`src/pkg/iba_pkg.sv`:
```
// package: constants, register map and carrier types of the bid arbiter
package iba_pkg;
  // --------------------------------------------------------------
  // timing
  // --------------------------------------------------------------
  localparam int unsigned CLK_HZ       = 10_000_000;
  localparam int unsigned SAMPLE_NS    = 26_040;
  localparam int unsigned SAMPLE_CYC   = SAMPLE_NS / (1_000_000_000 / CLK_HZ);
  localparam logic [8:0]  SAMPLE_LAST  = 9'(SAMPLE_CYC - 1);
  localparam logic [5:0]  WD_LAST      = 6'h3F;
  localparam logic [1:0]  CS_GAP       = 2'h2;
  // --------------------------------------------------------------
  // register offsets
  // --------------------------------------------------------------
  localparam logic [11:0] OFS_CTRL     = 12'h000;
  localparam logic [11:0] OFS_MASK     = 12'h004;
  localparam logic [11:0] OFS_RXMODE   = 12'h008;
  localparam logic [11:0] OFS_PINCHG   = 12'h00C;
  localparam logic [11:0] OFS_WINNER   = 12'h010;
  localparam logic [11:0] OFS_VECTOR   = 12'h014;
  localparam logic [11:0] OFS_BUSLAT   = 12'h018;
  localparam logic [11:0] OFS_GLOBAL   = 12'h01C;
  localparam logic [11:0] OFS_EVSTAT   = 12'h020;
  localparam logic [11:0] OFS_EVMASK   = 12'h024;
  localparam logic [11:0] OFS_PRIO     = 12'h028;
  // --------------------------------------------------------------
  // field positions
  // --------------------------------------------------------------
  localparam int unsigned CTRL_DIV_BIT = 0;
  localparam int unsigned CTRL_MOD_BIT = 1;
  localparam int unsigned CTRL_TH_LSB  = 8;
  localparam int unsigned MODE_WD_BIT  = 7;
  localparam int unsigned PIN_LVL_LSB  = 8;
  localparam int unsigned GLB_CNT_LSB  = 8;
  // --------------------------------------------------------------
  // reset values and bid constants
  // --------------------------------------------------------------
  localparam logic [7:0]  RST_THRESH   = 8'h00;
  localparam logic [17:0] RST_MASK     = 18'h0_0000;
  localparam logic [7:0]  RST_VECTOR   = 8'h0F;
  localparam logic [7:0]  RST_PRIO     = 8'h00;
  localparam logic [7:0]  NO_BID       = 8'hFF;
  localparam logic [1:0]  TYPE_RX      = 2'h3;
  localparam logic [1:0]  TYPE_TX      = 2'h2;
  localparam logic [2:0]  TYPE_BRK     = 3'h4;
  localparam logic [2:0]  TYPE_CHG     = 3'h1;
  localparam logic [3:0]  TYPE_CT      = 4'hD;
  localparam logic [1:0]  CT_CHAN_AB   = 2'h1;
  localparam logic [1:0]  CT_CHAN_CD   = 2'h3;
  // --------------------------------------------------------------
  // carriers
  // --------------------------------------------------------------
  typedef struct packed {
    logic        psel;
    logic        penable;
    logic        pwrite;
    logic [11:0] paddr;
    logic [31:0] pwdata;
  } iba_apb_req_t;

  typedef struct packed {
    logic [31:0] prdata;
    logic        pready;
    logic        pslverr;
  } iba_apb_rsp_t;

  typedef struct packed {
    logic [3:0][2:0] rxFill;
    logic [3:0]      rxErr;
    logic [3:0][2:0] txAvail;
    logic [3:0]      txFull;
    logic [3:0]      brkPend;
    logic [1:0]      ctPend;
    logic [3:0]      bitClkTick;
    logic [3:0]      charLoad;
    logic [3:0]      rxRead;
  } iba_src_t;
endpackage

```
`src/iba_arbiter.sv`:
```
// interrupt bid arbiter with receiver watchdogs and pin change detectors
`timescale 1ns/1ps
module iba_arbiter
  import iba_pkg::*;
(
  input  wire logic         mclk,
  input  wire logic         arst_n,
  input  wire iba_apb_req_t apbReq,
  output iba_apb_rsp_t      apbRsp,
  input  wire iba_src_t     src,
  input  wire logic [3:0]   multiusePinZero,
  input  wire logic [3:0]   multiusePinOne,
  input  wire logic         chipSelect_n,
  input  wire logic         interruptAck_n,
  output logic              interruptRequestNOut,
  output logic              interruptRequestNOe,
  output logic [7:0]        ackVector,
  output logic              ackValid,
  output logic              eventIrq
);
  // --------------------------------------------------------------
  // state
  // --------------------------------------------------------------
  typedef struct packed {
    logic [7:0]      pinS1;
    logic [7:0]      pinS2;
    logic            csS1;
    logic            csS2;
    logic            ackS1;
    logic            ackS2;
    logic            ackPrev;
    logic [8:0]      sampCnt;
    logic [7:0]      pinSample;
    logic [7:0]      lastRead;
    logic [7:0]      pinChg;
    logic [3:0][5:0] wdCnt;
    logic            divEn;
    logic            vecMod;
    logic [7:0]      threshold;
    logic [17:0]     srcMask;
    logic [3:0]      wdEnable;
    logic [7:0]      vecBase;
    logic [7:0]      prio;
    logic [7:0]      evStat;
    logic [7:0]      evMask;
    logic            evalPh;
    logic [7:0]      busLatch;
    logic [7:0]      winner;
    logic [1:0]      csGap;
    logic            interrupt_request_n;
    logic [7:0]      ackData;
    logic            ackPulse;
    logic [31:0]     rdata;
    logic            rdErr;
  } iba_state_t;

  iba_state_t st_r;
  iba_state_t st_nxt;

  // --------------------------------------------------------------
  // bid formation and arbitration
  // --------------------------------------------------------------
  logic [17:0][7:0] bid;
  logic [17:0]      bidLive;
  logic [7:0]       busMax;
  logic [7:0]       winVal;

  always_comb begin
    for (int c = 0; c < 4; c++) begin
      // receive fill: count, error, type, channel
      bid[c]      = {src.rxFill[c], src.rxErr[c], TYPE_RX, 2'(c)};
      // empty receive queue makes no bid
      bidLive[c]  = (src.rxFill[c] != 3'h0);
      bid[c+4]    = {st_r.prio[2:0], TYPE_BRK, 2'(c)};
      bidLive[c+4] = src.brkPend[c];
      // transmit top bit is always zero
      bid[c+8]    = {1'b0, src.txAvail[c], TYPE_TX, 2'(c)};
      bidLive[c+8] = ~src.txFull[c];
      bid[c+12]   = {st_r.prio[5:3], TYPE_CHG, 2'(c)};
      bidLive[c+12] = |{st_r.pinChg[c+4], st_r.pinChg[c]};
    end
    bid[16]     = {st_r.prio[7:6], TYPE_CT, CT_CHAN_AB};
    bidLive[16] = src.ctPend[0];
    bid[17]     = {st_r.prio[7:6], TYPE_CT, CT_CHAN_CD};
    bidLive[17] = src.ctPend[1];
  end

  // the shared bus is modelled as the largest live bid: channel bits make
  // every bid unique, so a single winner is left driving it
  always_comb begin
    busMax = 8'h00;
    for (int s = 0; s < 18; s++) begin
      // masked sources stay off the bus
      if (bidLive[s] && st_r.srcMask[s] && bid[s] > busMax) begin
        busMax = bid[s];
      end
    end
  end

  // latched bus is active low; FFh means no bidder
  assign winVal = ~st_r.busLatch;

  // --------------------------------------------------------------
  // apb decode
  // --------------------------------------------------------------
  logic        setup;
  logic        access;
  logic        wrDone;
  logic        rdDone;
  logic        mapped;
  logic        ackEdge;
  logic        evalNow;
  logic [7:0]  pinLevels;

  assign setup   = apbReq.psel & ~apbReq.penable;
  assign access  = apbReq.psel & apbReq.penable;
  assign wrDone  = access & apbReq.pwrite & ~st_r.rdErr;
  assign rdDone  = access & ~apbReq.pwrite & ~st_r.rdErr;
  assign ackEdge = st_r.ackPrev & ~st_r.ackS2;
  // one evaluation per crystal clock, or every second when divided, none on an acknowledge edge
  assign evalNow = (~st_r.divEn | st_r.evalPh) & ~ackEdge;
  assign pinLevels = {multiusePinOne, multiusePinZero};

  always_comb begin
    mapped = 1'b1;
    unique case (apbReq.paddr)
      OFS_CTRL, OFS_MASK, OFS_RXMODE, OFS_PINCHG, OFS_WINNER,
      OFS_VECTOR, OFS_BUSLAT, OFS_GLOBAL, OFS_EVSTAT, OFS_EVMASK,
      OFS_PRIO: mapped = 1'b1;
      default:  mapped = 1'b0;
    endcase
  end

  // --------------------------------------------------------------
  // next state
  // --------------------------------------------------------------
  always_comb begin
    logic [7:0] setEv;
    logic [7:0] clrEv;
    logic [7:0] chgSet;
    setEv  = 8'h00;
    clrEv  = 8'h00;
    chgSet = 8'h00;
    st_nxt = st_r;

    // pins and strobes from outside pass two flops first
    st_nxt.pinS1   = pinLevels;
    st_nxt.pinS2   = st_r.pinS1;
    st_nxt.csS1    = chipSelect_n;
    st_nxt.csS2    = st_r.csS1;
    st_nxt.ackS1   = interruptAck_n;
    st_nxt.ackS2   = st_r.ackS1;
    st_nxt.ackPrev = st_r.ackS2;

    // periodic sampling; pin direction plays no part
    if (st_r.sampCnt == SAMPLE_LAST) begin
      st_nxt.sampCnt   = 9'h000;
      st_nxt.pinSample = st_r.pinS2;
      chgSet           = st_r.pinS2 ^ st_r.lastRead;
    end else begin
      st_nxt.sampCnt = st_r.sampCnt + 9'h001;
    end
    // a read clears the detectors, a fresh change still wins
    if (rdDone && apbReq.paddr == OFS_PINCHG) begin
      st_nxt.lastRead = st_r.pinSample;
      st_nxt.pinChg   = chgSet;
    end else begin
      st_nxt.pinChg = st_r.pinChg | chgSet;
    end
    for (int c = 0; c < 4; c++) begin
      setEv[c+4] = chgSet[c] | chgSet[c+4];
    end

    // receiver watchdogs
    for (int c = 0; c < 4; c++) begin
      if (src.charLoad[c] || src.rxRead[c]) begin
        st_nxt.wdCnt[c] = 6'h00;
      end else if (src.bitClkTick[c]) begin
        st_nxt.wdCnt[c] = st_r.wdCnt[c] + 6'h01;
        // 64th bit clock since restart
        if (st_r.wdCnt[c] == WD_LAST) begin
          setEv[c] = st_r.wdEnable[c];
        end
      end
    end

    // evaluation period and bus latch
    st_nxt.evalPh = st_r.divEn ? ~st_r.evalPh : 1'b0;
    if (evalNow) begin
      st_nxt.busLatch = ~busMax;
    end

    // acknowledge: capture the last latched result, skip this evaluation
    st_nxt.ackPulse = ackEdge;
    if (ackEdge) begin
      st_nxt.winner  = winVal;
      st_nxt.ackData = st_r.vecMod ? {st_r.vecBase[7:5], winVal[4:0]}
                                   : st_r.vecBase;
    end

    // chip select gap: request held off during an access and for two
    // periods after it, so a short gap does not raise a stray request
    if (!st_r.csS2) begin
      st_nxt.csGap = 2'h0;
    end else if (evalNow && st_r.csGap != CS_GAP) begin
      st_nxt.csGap = st_r.csGap + 2'h1;
    end

    // request follows the comparison as a level
    if (evalNow) begin
      st_nxt.interrupt_request_n = ~((~busMax == NO_BID ? 1'b0 : busMax > st_r.threshold)
                      & st_r.csS2 & (st_r.csGap == CS_GAP));
    end

    // register reads are prepared in the setup cycle
    if (setup) begin
      st_nxt.rdErr = ~mapped;
      st_nxt.rdata = 32'h0000_0000;
      unique case (apbReq.paddr)
        OFS_CTRL: begin
          st_nxt.rdata[CTRL_DIV_BIT] = st_r.divEn;
          st_nxt.rdata[CTRL_MOD_BIT] = st_r.vecMod;
          st_nxt.rdata[CTRL_TH_LSB +: 8] = st_r.threshold;
        end
        OFS_MASK:   st_nxt.rdata[17:0] = st_r.srcMask;
        OFS_RXMODE: begin
          for (int c = 0; c < 4; c++) begin
            st_nxt.rdata[8*c + MODE_WD_BIT] = st_r.wdEnable[c];
          end
        end
        OFS_PINCHG: begin
          st_nxt.rdata[7:0] = st_r.pinChg;
          st_nxt.rdata[PIN_LVL_LSB +: 8] = st_r.pinSample;
        end
        OFS_WINNER: st_nxt.rdata[7:0] = st_r.winner;
        OFS_VECTOR: st_nxt.rdata[7:0] = st_r.vecBase;
        OFS_BUSLAT: st_nxt.rdata[7:0] = st_r.busLatch;
        OFS_GLOBAL: begin
          // global channel and byte count follow the winner
          st_nxt.rdata[1:0] = st_r.winner[1:0];
          st_nxt.rdata[GLB_CNT_LSB +: 3] = st_r.winner[7:5];
        end
        OFS_EVSTAT: st_nxt.rdata[7:0] = st_r.evStat;
        OFS_EVMASK: st_nxt.rdata[7:0] = st_r.evMask;
        OFS_PRIO:   st_nxt.rdata[7:0] = st_r.prio;
        default:    st_nxt.rdata = 32'h0000_0000;
      endcase
    end

    // register writes take effect at the completing edge
    if (wrDone) begin
      unique case (apbReq.paddr)
        OFS_CTRL: begin
          st_nxt.divEn     = apbReq.pwdata[CTRL_DIV_BIT];
          st_nxt.vecMod    = apbReq.pwdata[CTRL_MOD_BIT];
          st_nxt.threshold = apbReq.pwdata[CTRL_TH_LSB +: 8];
        end
        OFS_MASK: st_nxt.srcMask = apbReq.pwdata[17:0];
        OFS_RXMODE: begin
          for (int c = 0; c < 4; c++) begin
            st_nxt.wdEnable[c] = apbReq.pwdata[8*c + MODE_WD_BIT];
          end
        end
        // a write here updates the winner from the latched bus
        OFS_WINNER: st_nxt.winner = winVal;
        OFS_VECTOR: st_nxt.vecBase = apbReq.pwdata[7:0];
        OFS_EVSTAT: clrEv = apbReq.pwdata[7:0];
        OFS_EVMASK: st_nxt.evMask = apbReq.pwdata[7:0];
        OFS_PRIO:   st_nxt.prio = apbReq.pwdata[7:0];
        default:    st_nxt.prio = st_r.prio;
      endcase
    end

    // sticky events: a set in the clearing cycle survives
    st_nxt.evStat = (st_r.evStat & ~clrEv) | setEv;
  end

  // --------------------------------------------------------------
  // state register
  // --------------------------------------------------------------
  always_ff @(posedge mclk or negedge arst_n) begin
    if (!arst_n) begin
      st_r           <= '0;
      st_r.csS1      <= 1'b1;
      st_r.csS2      <= 1'b1;
      st_r.ackS1     <= 1'b1;
      st_r.ackS2     <= 1'b1;
      st_r.ackPrev   <= 1'b1;
      st_r.threshold <= RST_THRESH;
      st_r.srcMask   <= RST_MASK;
      st_r.vecBase   <= RST_VECTOR;
      st_r.prio      <= RST_PRIO;
      st_r.busLatch  <= NO_BID;
      st_r.csGap     <= CS_GAP;
      st_r.interrupt_request_n      <= 1'b1;
    end else begin
      st_r <= st_nxt;
    end
  end

  // --------------------------------------------------------------
  // outputs
  // --------------------------------------------------------------
  // open drain: only ever pulls low, released otherwise
  assign interruptRequestNOut = 1'b0;
  assign interruptRequestNOe  = ~st_r.interrupt_request_n;
  assign ackVector            = st_r.ackData;
  assign ackValid             = st_r.ackPulse;
  assign eventIrq             = |(st_r.evStat & st_r.evMask);
  assign apbRsp.prdata        = st_r.rdata;
  assign apbRsp.pready        = access;
  assign apbRsp.pslverr       = access & st_r.rdErr;
endmodule

```
`config.mk`:
```
export PLATFORM = sky130hd
export DESIGN_NAME = iba_arbiter
export DESIGN_NICKNAME = d
export VERILOG_FILES = /design/src/pkg/iba_pkg.sv /design/src/iba_arbiter.sv
export SDC_FILE = /design/constraint.sdc
export NUM_CORES = 1
export LEC_CHECK = 0
export CAP_MARGIN = 0
export CORE_ASPECT_RATIO = 0.6
export CORE_UTILIZATION = 45
export DETAILED_ROUTE_END_ITERATION = 8
export DONT_BUFFER_PORTS = 1
export HOLD_SLACK_MARGIN = 0.12
export PLACE_DENSITY = 0.7
export SLEW_MARGIN = 10
export SYNTH_ARGS = -nofsm -noshare
export SYNTH_HDL_FRONTEND = slang
export SYNTH_SLANG_ARGS = --single-unit
```
`constraint.sdc`:
```
create_clock -name mclk -period 46.9 [get_ports mclk]
set_clock_uncertainty 0.15 [all_clocks]
set_input_delay 9.38 -clock mclk [delete_from_list [all_inputs] [get_ports mclk]]
set_output_delay 9.38 -clock mclk [all_outputs]
set_load 0.005 [all_outputs]
```
After elaboration in Yosys (flattened, before gate mapping)
Cells that the tools add are included.
{"block": "word_totals", "reg_bits": 192, "in_bits": 109, "elab_cells": 240}
{"block": "op_classes", "n_addsub": 6, "magnitude_cmp": 19, "n_eq_ne": 19, "muxes": 61, "bitwise": 38, "n_reduce_logical": 64}
{"cell": "8-bit 2-to-1 mux", "count": 25}
{"cell": "8-bit > comparator", "count": 14}
{"cell": "12-bit by 5-bit == test with 1-bit output (second input constant)", "count": 4}
{"cell": "6-bit 2-to-1 mux", "count": 8}
{"cell": "5-bit one-hot mux with 8 select lines", "count": 1}
{"cell": "1-bit logical AND", "count": 38}
{"cell": "12-bit by 6-bit == test with 1-bit output (second input constant)", "count": 3}
{"cell": "7-bit by 8-bit > comparator with 1-bit output", "count": 4}
{"cell": "6-bit by 1-bit adder with 6-bit output (second input constant)", "count": 4}
{"cell": "12-bit by 4-bit == test with 1-bit output (second input constant)", "count": 2}
{"cell": "6-bit == test (second input constant)", "count": 4}
{"cell": "8-bit NOT", "count": 3}
{"cell": "2-bit one-hot mux with 9 select lines", "count": 1}
{"cell": "1-bit 2-to-1 mux", "count": 17}
{"cell": "8-bit AND", "count": 2}
{"cell": "8-bit OR", "count": 2}
{"cell": "1-bit NOT", "count": 14}
{"cell": "12-bit by 3-bit == test with 1-bit output (second input constant)", "count": 1}
{"cell": "12-bit logical NOT", "count": 1}
{"cell": "3-bit one-hot mux with 4 select lines", "count": 1}
{"cell": "4-bit one-hot mux with 3 select lines", "count": 1}
{"cell": "2-bit AND reduction", "count": 6}
{"cell": "3-bit nonzero test", "count": 4}
{"cell": "1-bit AND", "count": 11}
{"cell": "other kinds (20)", "count": 36}

Depth between registers and ports, before layout
Gate-level depths: netlist of run 1.
{"block": "depth", "depth_word": 61, "depth_mapped": 106, "mapped_depth_nobuf": 103}

Least setup slack after synthesis of run 1
Ideal clock, no wire load.
{"block": "synth_path", "path_type": "input to register", "start": "input port src[40] (netlist name)", "end": "register st_r[42] (netlist name)", "setup_time_ns": 0.062, "t_arrival_ns": 27.384, "t_required_ns": 46.688, "slack_ns": 19.305, "stages": 99, "n_path_buf": 2, "cell_sequence": "nand2_1 > ha_1 > a211o_1 > or3_4 > and2_1 > clkbuf_1 > nor2_1 > a21o_1 > inv_1 > ha_1 > or2_2 > o2111ai_1 > a22oi_1 > o21ai_0 > and2_1 > ha_1 > nor2b_1 > o21a_1 > [63 not listed] > o21ai_0 > o21ai_0 > a21bo_2 > inv_1 > ha_1 > a21oi_1 > a22oi_1 > or4_4 > a21oi_2 > a21boi_2 > inv_1 > ha_1 > a21o_1 > a21o_1 > a21oi_1 > o21ai_0 > a22oi_1 > a41o_1"}
{"block": "synth_between", "elab_chain_len": 61}
{"item": "start, declared", "line": "iba_arbiter.sv:10", "source": "input wire iba_src_t src,"}
{"item": "branches (longest 3 deep; another with 8-bit by 1-bit > comparator with 1-bit output)"}
{"item": "8-bit 2-to-1 mux (*)", "line": "iba_arbiter.sv:94", "source": "if (bidLive[s] && st_r.srcMask[s] && bid[s] > busMax) begin"}
{"item": "8-bit > comparator", "line": "iba_arbiter.sv:94"}
{"item": "1-bit logical AND", "line": "iba_arbiter.sv:94"}
{"item": "8-bit 2-to-1 mux (*)", "line": "iba_arbiter.sv:94"}
{"item": "8-bit > comparator", "line": "iba_arbiter.sv:94"}
{"item": "1-bit logical AND", "line": "iba_arbiter.sv:94"}
{"item": "8-bit 2-to-1 mux (*)", "line": "iba_arbiter.sv:94"}
{"item": "[41 not listed]"}
{"item": "8-bit 2-to-1 mux (*)", "line": "iba_arbiter.sv:94"}
{"item": "8-bit > comparator", "line": "iba_arbiter.sv:94"}
{"item": "1-bit logical AND", "line": "iba_arbiter.sv:94"}
{"item": "8-bit 2-to-1 mux (*)", "line": "iba_arbiter.sv:94"}
{"item": "branches (longest 2 deep; another with 8-bit > comparator)"}
{"item": "1-bit 2-to-1 mux (*)", "line": "iba_arbiter.sv:211", "source": "st_nxt.interrupt_request_n = ~((~busMax == NO_BID ? 1'b0 : busMax > st_r.threshold)"}
{"item": "1-bit AND (*) (2 in series)", "line": "iba_arbiter.sv:212", "source": "& st_r.csS2 & (st_r.csGap == CS_GAP));"}
{"item": "1-bit NOT (*)", "line": "iba_arbiter.sv:211"}
{"item": "end signal, assigned", "line": "iba_arbiter.sv:297", "source": "st_r <= st_nxt;"}
{"item": "end, declared", "line": "iba_arbiter.sv:57", "source": "iba_state_t st_r;"}
Mark *: on every way between the ends.
A chain may end at the register's enable or synchronous reset.

Worst setup path in the final report of run 1
Same ends and word-level chain as after synthesis.

==> out/qor.csv, run 1 <==
metric;value;unit
netlist_area;11000;µm²
ys_types;95;
nFillCells;2174;
finalCriticalPeriod;30.63;ns
comb_power_share;3.3;%
swShare;24.6;%
die_x;204;µm
crit_slowest_cell;o31ai_1;
fmaxAchievable;32.6;MHz
setup_viol;0;
post_cts_buffers;0;
hold_ws;0.202;ns
final_nets;1201;
regArea;4830;µm²
cts_tree;done;
drt-total-wl;29700;µm
p_int;245;µW
ys_ff_latch;192;
cpPeakStageDelay;0.58;ns
avgSynthCellArea;10.1;µm²
multiInputGateArea;5600;µm²
grt_max_degree;193;
dr_total_vias;8411;
tns;0;ns
synthArstFlopShare;100;%
drv_cap;0;
status;completed;
rsz0062_at_grt;false;
hold_viol_final;0;
cts_made_buffers;17;
portBuffers;0;
hold_class;flop to flop;
utilization;49.4;%
ir_drop;0.0252;mV
antenna_found_initial;0;
ant_nets;0;
grt_pass1_vias;7791;
hold_start;st_nxt[188]$_DFF_PN0_;
crit_family;compound AO/OA/AOI/OAI gates;
wl_per_cell;21.5;µm
clkPwrFrac;44.2;%
net-switching-power;79.9;µW
synth_top_flop_cell;dfrtp_1;
worst_pin_slew;1.10;ns
yosysWarnings;0;
cpMostUsedCell;ha_1;
core;23500;µm²
slew_viol_final;0;
gp_congestion;0.947;
ys_seq_area_share;44.0;%
firstDrtPassIters;6;
drive_above_1_share;17.2;%
start_util;46.6;%
antenna_cells;0;
syn_to_final_growth;5.89;%
cp_num_buf_inv;9;
cts_root_buf;clkbuf_16;
grt_pass1_wl;45500;µm
htreeDepth;4;
cp-end-kind;flop;
cts.clk_slew.worst_paths;0.08;ns
design_area;11600;µm²
fp-row-count;43;
dpl_cell_area;11000;µm²
place_hpwl;22700;µm
clk_path_buf_depth;2;
synth-edff-count;0;
clkSinkCount;192;
avgViaCountPerCell;6.09;
dieArea;25000;µm²
cp_data_arrival_time;30.87;ns
chipHeight;123;µm
cts_resized;0;
drcViolationCount;0;
grt-ovfl-total;0;
relSlewSlack;25.8;%
crit_start;src[40];
drt_iter0_markers;1015;
seq_power_share;52.5;%
power_density;28.0;nW/µm²
r2r-start;st_r[98]$_DFFE_PN0P_;
startpoint_type;primary input;
min_period_over_period;65.3;%
worstPathRequired;47.14;ns
cts_hold_buf;0;
p_leak;0.00533;µW
insertion_delay;0.45;ns
grt.total_usage;24.2;%
pin_count;155;
syn_inst;1086;
crit_path_max_fanout;10;
path_class;primary input to flop;
per-layer routing:
metal / part of all wire (%) / track usage, %
met1: 48 / 37.0
met2: 41 / 33.1
met3: 11 / 7.38
met4: 0.97 / 5.26
met5: 0 / 0
area by class of cell:
| type | count | area share, % |
|---|---|---|
| Clock buffer | 18 | 3.78 |
| Clock inverter | 14 | 1.23 |
| Inverter | 45 | 1.46 |
| Multi-Input combinational cell | 792 | 48.2 |
| Sequential cell | 192 | 41.6 |
| Tap cell | 315 | 3.40 |
| Timing Repair Buffer | 5 | 0.323 |
cell families after synthesis:
logic type / count (synthesis) / synth area share [%]
DFF: 192 / 44.0
muxes: 93 / 9.59
xor gates and xnor gates: 31 / 2.48
adders and majority gates: 40 / 4.55
AOI/OAI and AO/OA: 282 / 19.5
and+or+nand+nor: 333 / 14.4
buffers and inverters: 114 / 5.40
other: 1 / 0.0342
cells in the mapped netlist, types with 17 or more instances:
cell type,count,area [µm²]
a21o_1,20,150
a21oi_1,47,235
a222oi_1,19,190
a22oi_1,20,150
buf_4,43,323
clkbuf_1,24,90.1
dfrtp_1,173,4330
dfstp_2,19,499
ha_1,39,488
inv_1,45,169
mux2_2,73,822
nand2_1,129,484
nand3_1,29,145
nor2_1,70,263
o21ai_0,57,285
xor2_1,17,149
power by group through the flow:
stage / Combinational [µW] / Sequential (µW) / Clock [µW]
floorplan: 9.59 / 173 / 0
finish: 10.7 / 171 / 144
detailed placement: 10.5 / 174 / 0
global route: 12.0 / 171 / 154
global placement: 10.1 / 174 / 0
CTS: 10.6 / 171 / 146
path summary, 6_finish.rpt:
| path | to | slack (ns) | cells past startpoint |
|---|---|---|---|
| hold reg to reg | st_r[188]$_DFF_PN0_ | 0.20 | 0 |
| setup reg to reg | st_r[42]$_DFFE_PN1P_ | 24.60 | 97 |
| min in group asynchronous | st_r[43]$_DFFE_PN0P_ | 8.47 | 0 |
| hold / removal | st_r[188]$_DFF_PN0_ | 0.20 | 0 |
| setup / recovery | st_r[42]$_DFFE_PN1P_ | 16.27 | 97 |
| max in group asynchronous | st_r[175]$_DFF_PN0_ | 37.80 | 0 |
layout by cell type, fill, tap and decap left out, types with 7 or more instances in the layout:
cell type  instances
a21o_1            20
a21oi_1           47
a222oi_1          19
a22oi_1           20
a41oi_1            7
and2_1            13
and3_1            10
clkbuf_16         17
conb_1            13
dfrtp_1          173
dfstp_2           19
ha_1              39
inv_1             45
mux2_2            73
mux2i_1           14
nand2_1          129
nand2b_1           8
nand3_1           29
nand4_1           12
nor2_1            70
nor3_1            12
o211ai_1           9
o21a_1             7
o21ai_0           57
o31ai_1            9
or2_2              8
or3_1             12
xnor2_1           14
xor2_1            17
stage by stage:
stage | instances | worst slack [ns] | power, µW
after global placement | 1349 | 16.62 | 184
after global routing | 1381 | 15.05 | 337
final | 1381 | 16.27 | 325
after floorplan | 1098 | 19.30 | 183
after detailed placement | 1349 | 16.32 | 184
after CTS | 1381 | 16.71 | 327
worst register-to-register path, delay by kind of cell (launching register included):
kind / cells / cell delay, ns
compound gates: 48 / 11.69
fa+ha+maj: 13 / 3.50
buf+inv: 9 / 0.81
flops: 1 / 0.52
mux: 4 / 1.15
simple gates: 23 / 4.41
flip-flops by register name, summed over array words and instances (netlist names):
register and flops:
ackValid 1, ackVector 8, apbRsp 20, bid 8, st_nxt 11, st_r 144
(Power assumes the default switching activity.)
==> run 2: changes to the inputs <==
==> constraint.sdc (replaced) <==
create_clock -name mclk -period 28.5 [get_ports mclk]
set_clock_uncertainty 0.15 [all_clocks]
set_input_delay 5.7 -clock mclk [delete_from_list [all_inputs] [get_ports mclk]]
set_output_delay 5.7 -clock mclk [all_outputs]
set_load 0.005 [all_outputs]
==> run 2 against run 1 <==
Effect of this change:
- flip-flop and latch count did not move
- total power rose by 64%
- cell area fell by 0.18%
- global-route usage fell by 0.24 points
- register-to-register slack got worse by 18 ns
- clock power rose by 64%
- setup slack got worse by 15 ns
- sequential share of layout area rose by 0.076 points
- critical path type unchanged
- largest cell class unchanged
==> out/qor.csv, run 2 (synthesized netlist as in run 1, its figures left out) <==
metric;value;unit;change
r2r_slack;6.28;ns;-18.32 ns
min_period_over_period;94.4;%;
fmaxAchievable;37.2;MHz;
nFillCells;2135;;-1.8%
place_ws;1.64;ns;-14.67 ns
firstDrtPassIters;5;;-1
grt.total_usage;24.0;%;-0.24 points
drcViolationCount;0;;unchanged
die_x;204;µm;unchanged
slew_viol_final;0;;unchanged
antenna_cells;0;;unchanged
grt_max_degree;193;;unchanged
r2r-start;st_r[98]$_DFFE_PN0P_;;
ant_nets;0;;unchanged
syn_to_final_growth;5.70;%;
instances_no_fill;1379;;-0.14%
p_leak;0.00532;µW;-0.24%
finalCriticalPeriod;26.90;ns;
setup_viol;0;;unchanged
startpoint_type;primary input;;
grt_pass1_vias;7763;;-0.36%
antenna_found_initial;0;;unchanged
worst-r2r-cell-count;97;;unchanged
worst_pin_slew;1.21;ns;+0.108 ns
fp-row-count;43;;unchanged
tns;0;ns;unchanged
largest-register;st_r;;
largest_register_ffs;144;;unchanged
cts_hold_buf;0;;unchanged
core;23500;µm²;unchanged
dr_total_vias;8480;;+0.82%
clkSinkCount;192;;unchanged
worstPathRequired;28.73;ns;-18.41 ns
rsz0062_at_grt;false;;
crit_start;src[40];;
layout_commonest_cell;dfrtp_1;;
cts_resized;0;;unchanged
portBuffers;0;;unchanged
cts_root_buf;clkbuf_16;;
wl_per_cell;21.4;µm;-0.74%
drt_iter0_markers;852;;-16%
grt-ovfl-total;0;;unchanged
ir_drop;0.0383;mV;+52%
crit_slowest_cell;o31ai_2;;
r2r-end;st_r[42]$_DFFE_PN1P_;;
path_class;primary input to flop;;
placed_cells;1349;;unchanged
avgViaCountPerCell;6.15;;+0.97%
gp_congestion;0.946;;-0.13%
cp-end-kind;flop;;
cpMostUsedCell;ha_1;;
crit_family;compound AO/OA/AOI/OAI gates;;
dieArea;25000;µm²;unchanged
grt_pass1_wl;45200;µm;-0.67%
status;completed;;
chipHeight;123;µm;unchanged
utilization;49.3;%;-0.090 points
hold_class;flop to flop;;
pin_count;155;;unchanged
cts_tree;done;;
design_area;11600;µm²;-0.18%
dpl_cell_area;11000;µm²;unchanged
layout_common_cells;dfrtp_1 (173), nand2_1 (129), mux2_2 (73), nor2_1 (70), o21ai_0 (57);;
place_hpwl;22600;µm;-0.53%
hold_viol_final;0;;unchanged
drt-total-wl;29500;µm;-0.88%
fin_ws;1.60;ns;-14.66 ns
cp_num_buf_inv;9;;unchanged
insertion_delay;0.44;ns;about the same
crit_path_max_fanout;10;;unchanged
start_util;46.6;%;unchanged
cpPeakStageDelay;0.59;ns;about the same
clk_path_buf_depth;2;;unchanged
cp_data_arrival_time;27.13;ns;-3.74 ns
relSlewSlack;18.5;%;-7.3 points
final_nets;1201;;unchanged
cp_num_cells;97;;unchanged
htreeDepth;4;;unchanged
drv_cap;0;;unchanged
drive_above_1_share;16.8;%;-0.34 points
cts.clk_slew.worst_paths;0.07;ns;about the same
power_density;46.1;nW/µm²;+65%
setup.worst_path.end;st_r[42]$_DFFE_PN1P_;;
cts_made_buffers;17;;unchanged
post_cts_buffers;0;;unchanged
==> run 2: cell count changes in the layout (fill, tap and decap cells not counted), sizes merged <==
cell | before | now
bufinv | 0 | 2
clkinvlp | 2 | 3
inv | 53 | 48
==> run 2: worst min-delay path by stage <==
stage	start	end	cells after the start
3_5_place_dp	st_nxt[189]$_DFF_PN0_	st_r[189]$_DFF_PN0_	0
4_1_cts	st_nxt[184]$_DFF_PN1_	st_nxt[183]$_DFF_PN1_	0
3_3_place_gp	st_nxt[192]$_DFF_PN0_	st_r[192]$_DFF_PN0_	0
5_1_grt	st_nxt[184]$_DFF_PN1_	st_nxt[183]$_DFF_PN1_	0
2_1_floorplan	st_nxt[188]$_DFF_PN0_	st_r[188]$_DFF_PN0_	0
6_report	st_nxt[192]$_DFF_PN0_	st_r[192]$_DFF_PN0_	0
==> run 2: final cells by class <==
class	instances	area, µm²	area share [%]
sequential	192	4830	41.7
timing repair buffer	5	37.5	0.324
multi-input combinational	792	5590	48.3
tap	315	394	3.40
clock inverter	12	136	1.18
inverter	45	169	1.46
clock buffer	18	429	3.70
==> run 2: per-stage QoR <==
stage | hold WS [ns] | total power, µW
floorplan | 0.181 | 301
global placement | 0.188 | 302
detailed placement | 0.193 | 303
CTS | 0.207 | 537
global route | 0.214 | 551
finish | 0.206 | 534
==> run 2: where the power goes <==
group	internal, µW	switching (µW)	total (µW)
combinational	7.08	10.4	17.5
clock	129	107	236
sequential	278	3.29	281
==> run 2: routing by layer <==
layer	vias to the layer above	GRT usage (%)	part of all wire [%]
met3	24	6.85	10
li1	3884	-	-
met1	4196	37.0	48
met2	376	32.9	41
met4	0	5.03	0.85
met5	-	0	0
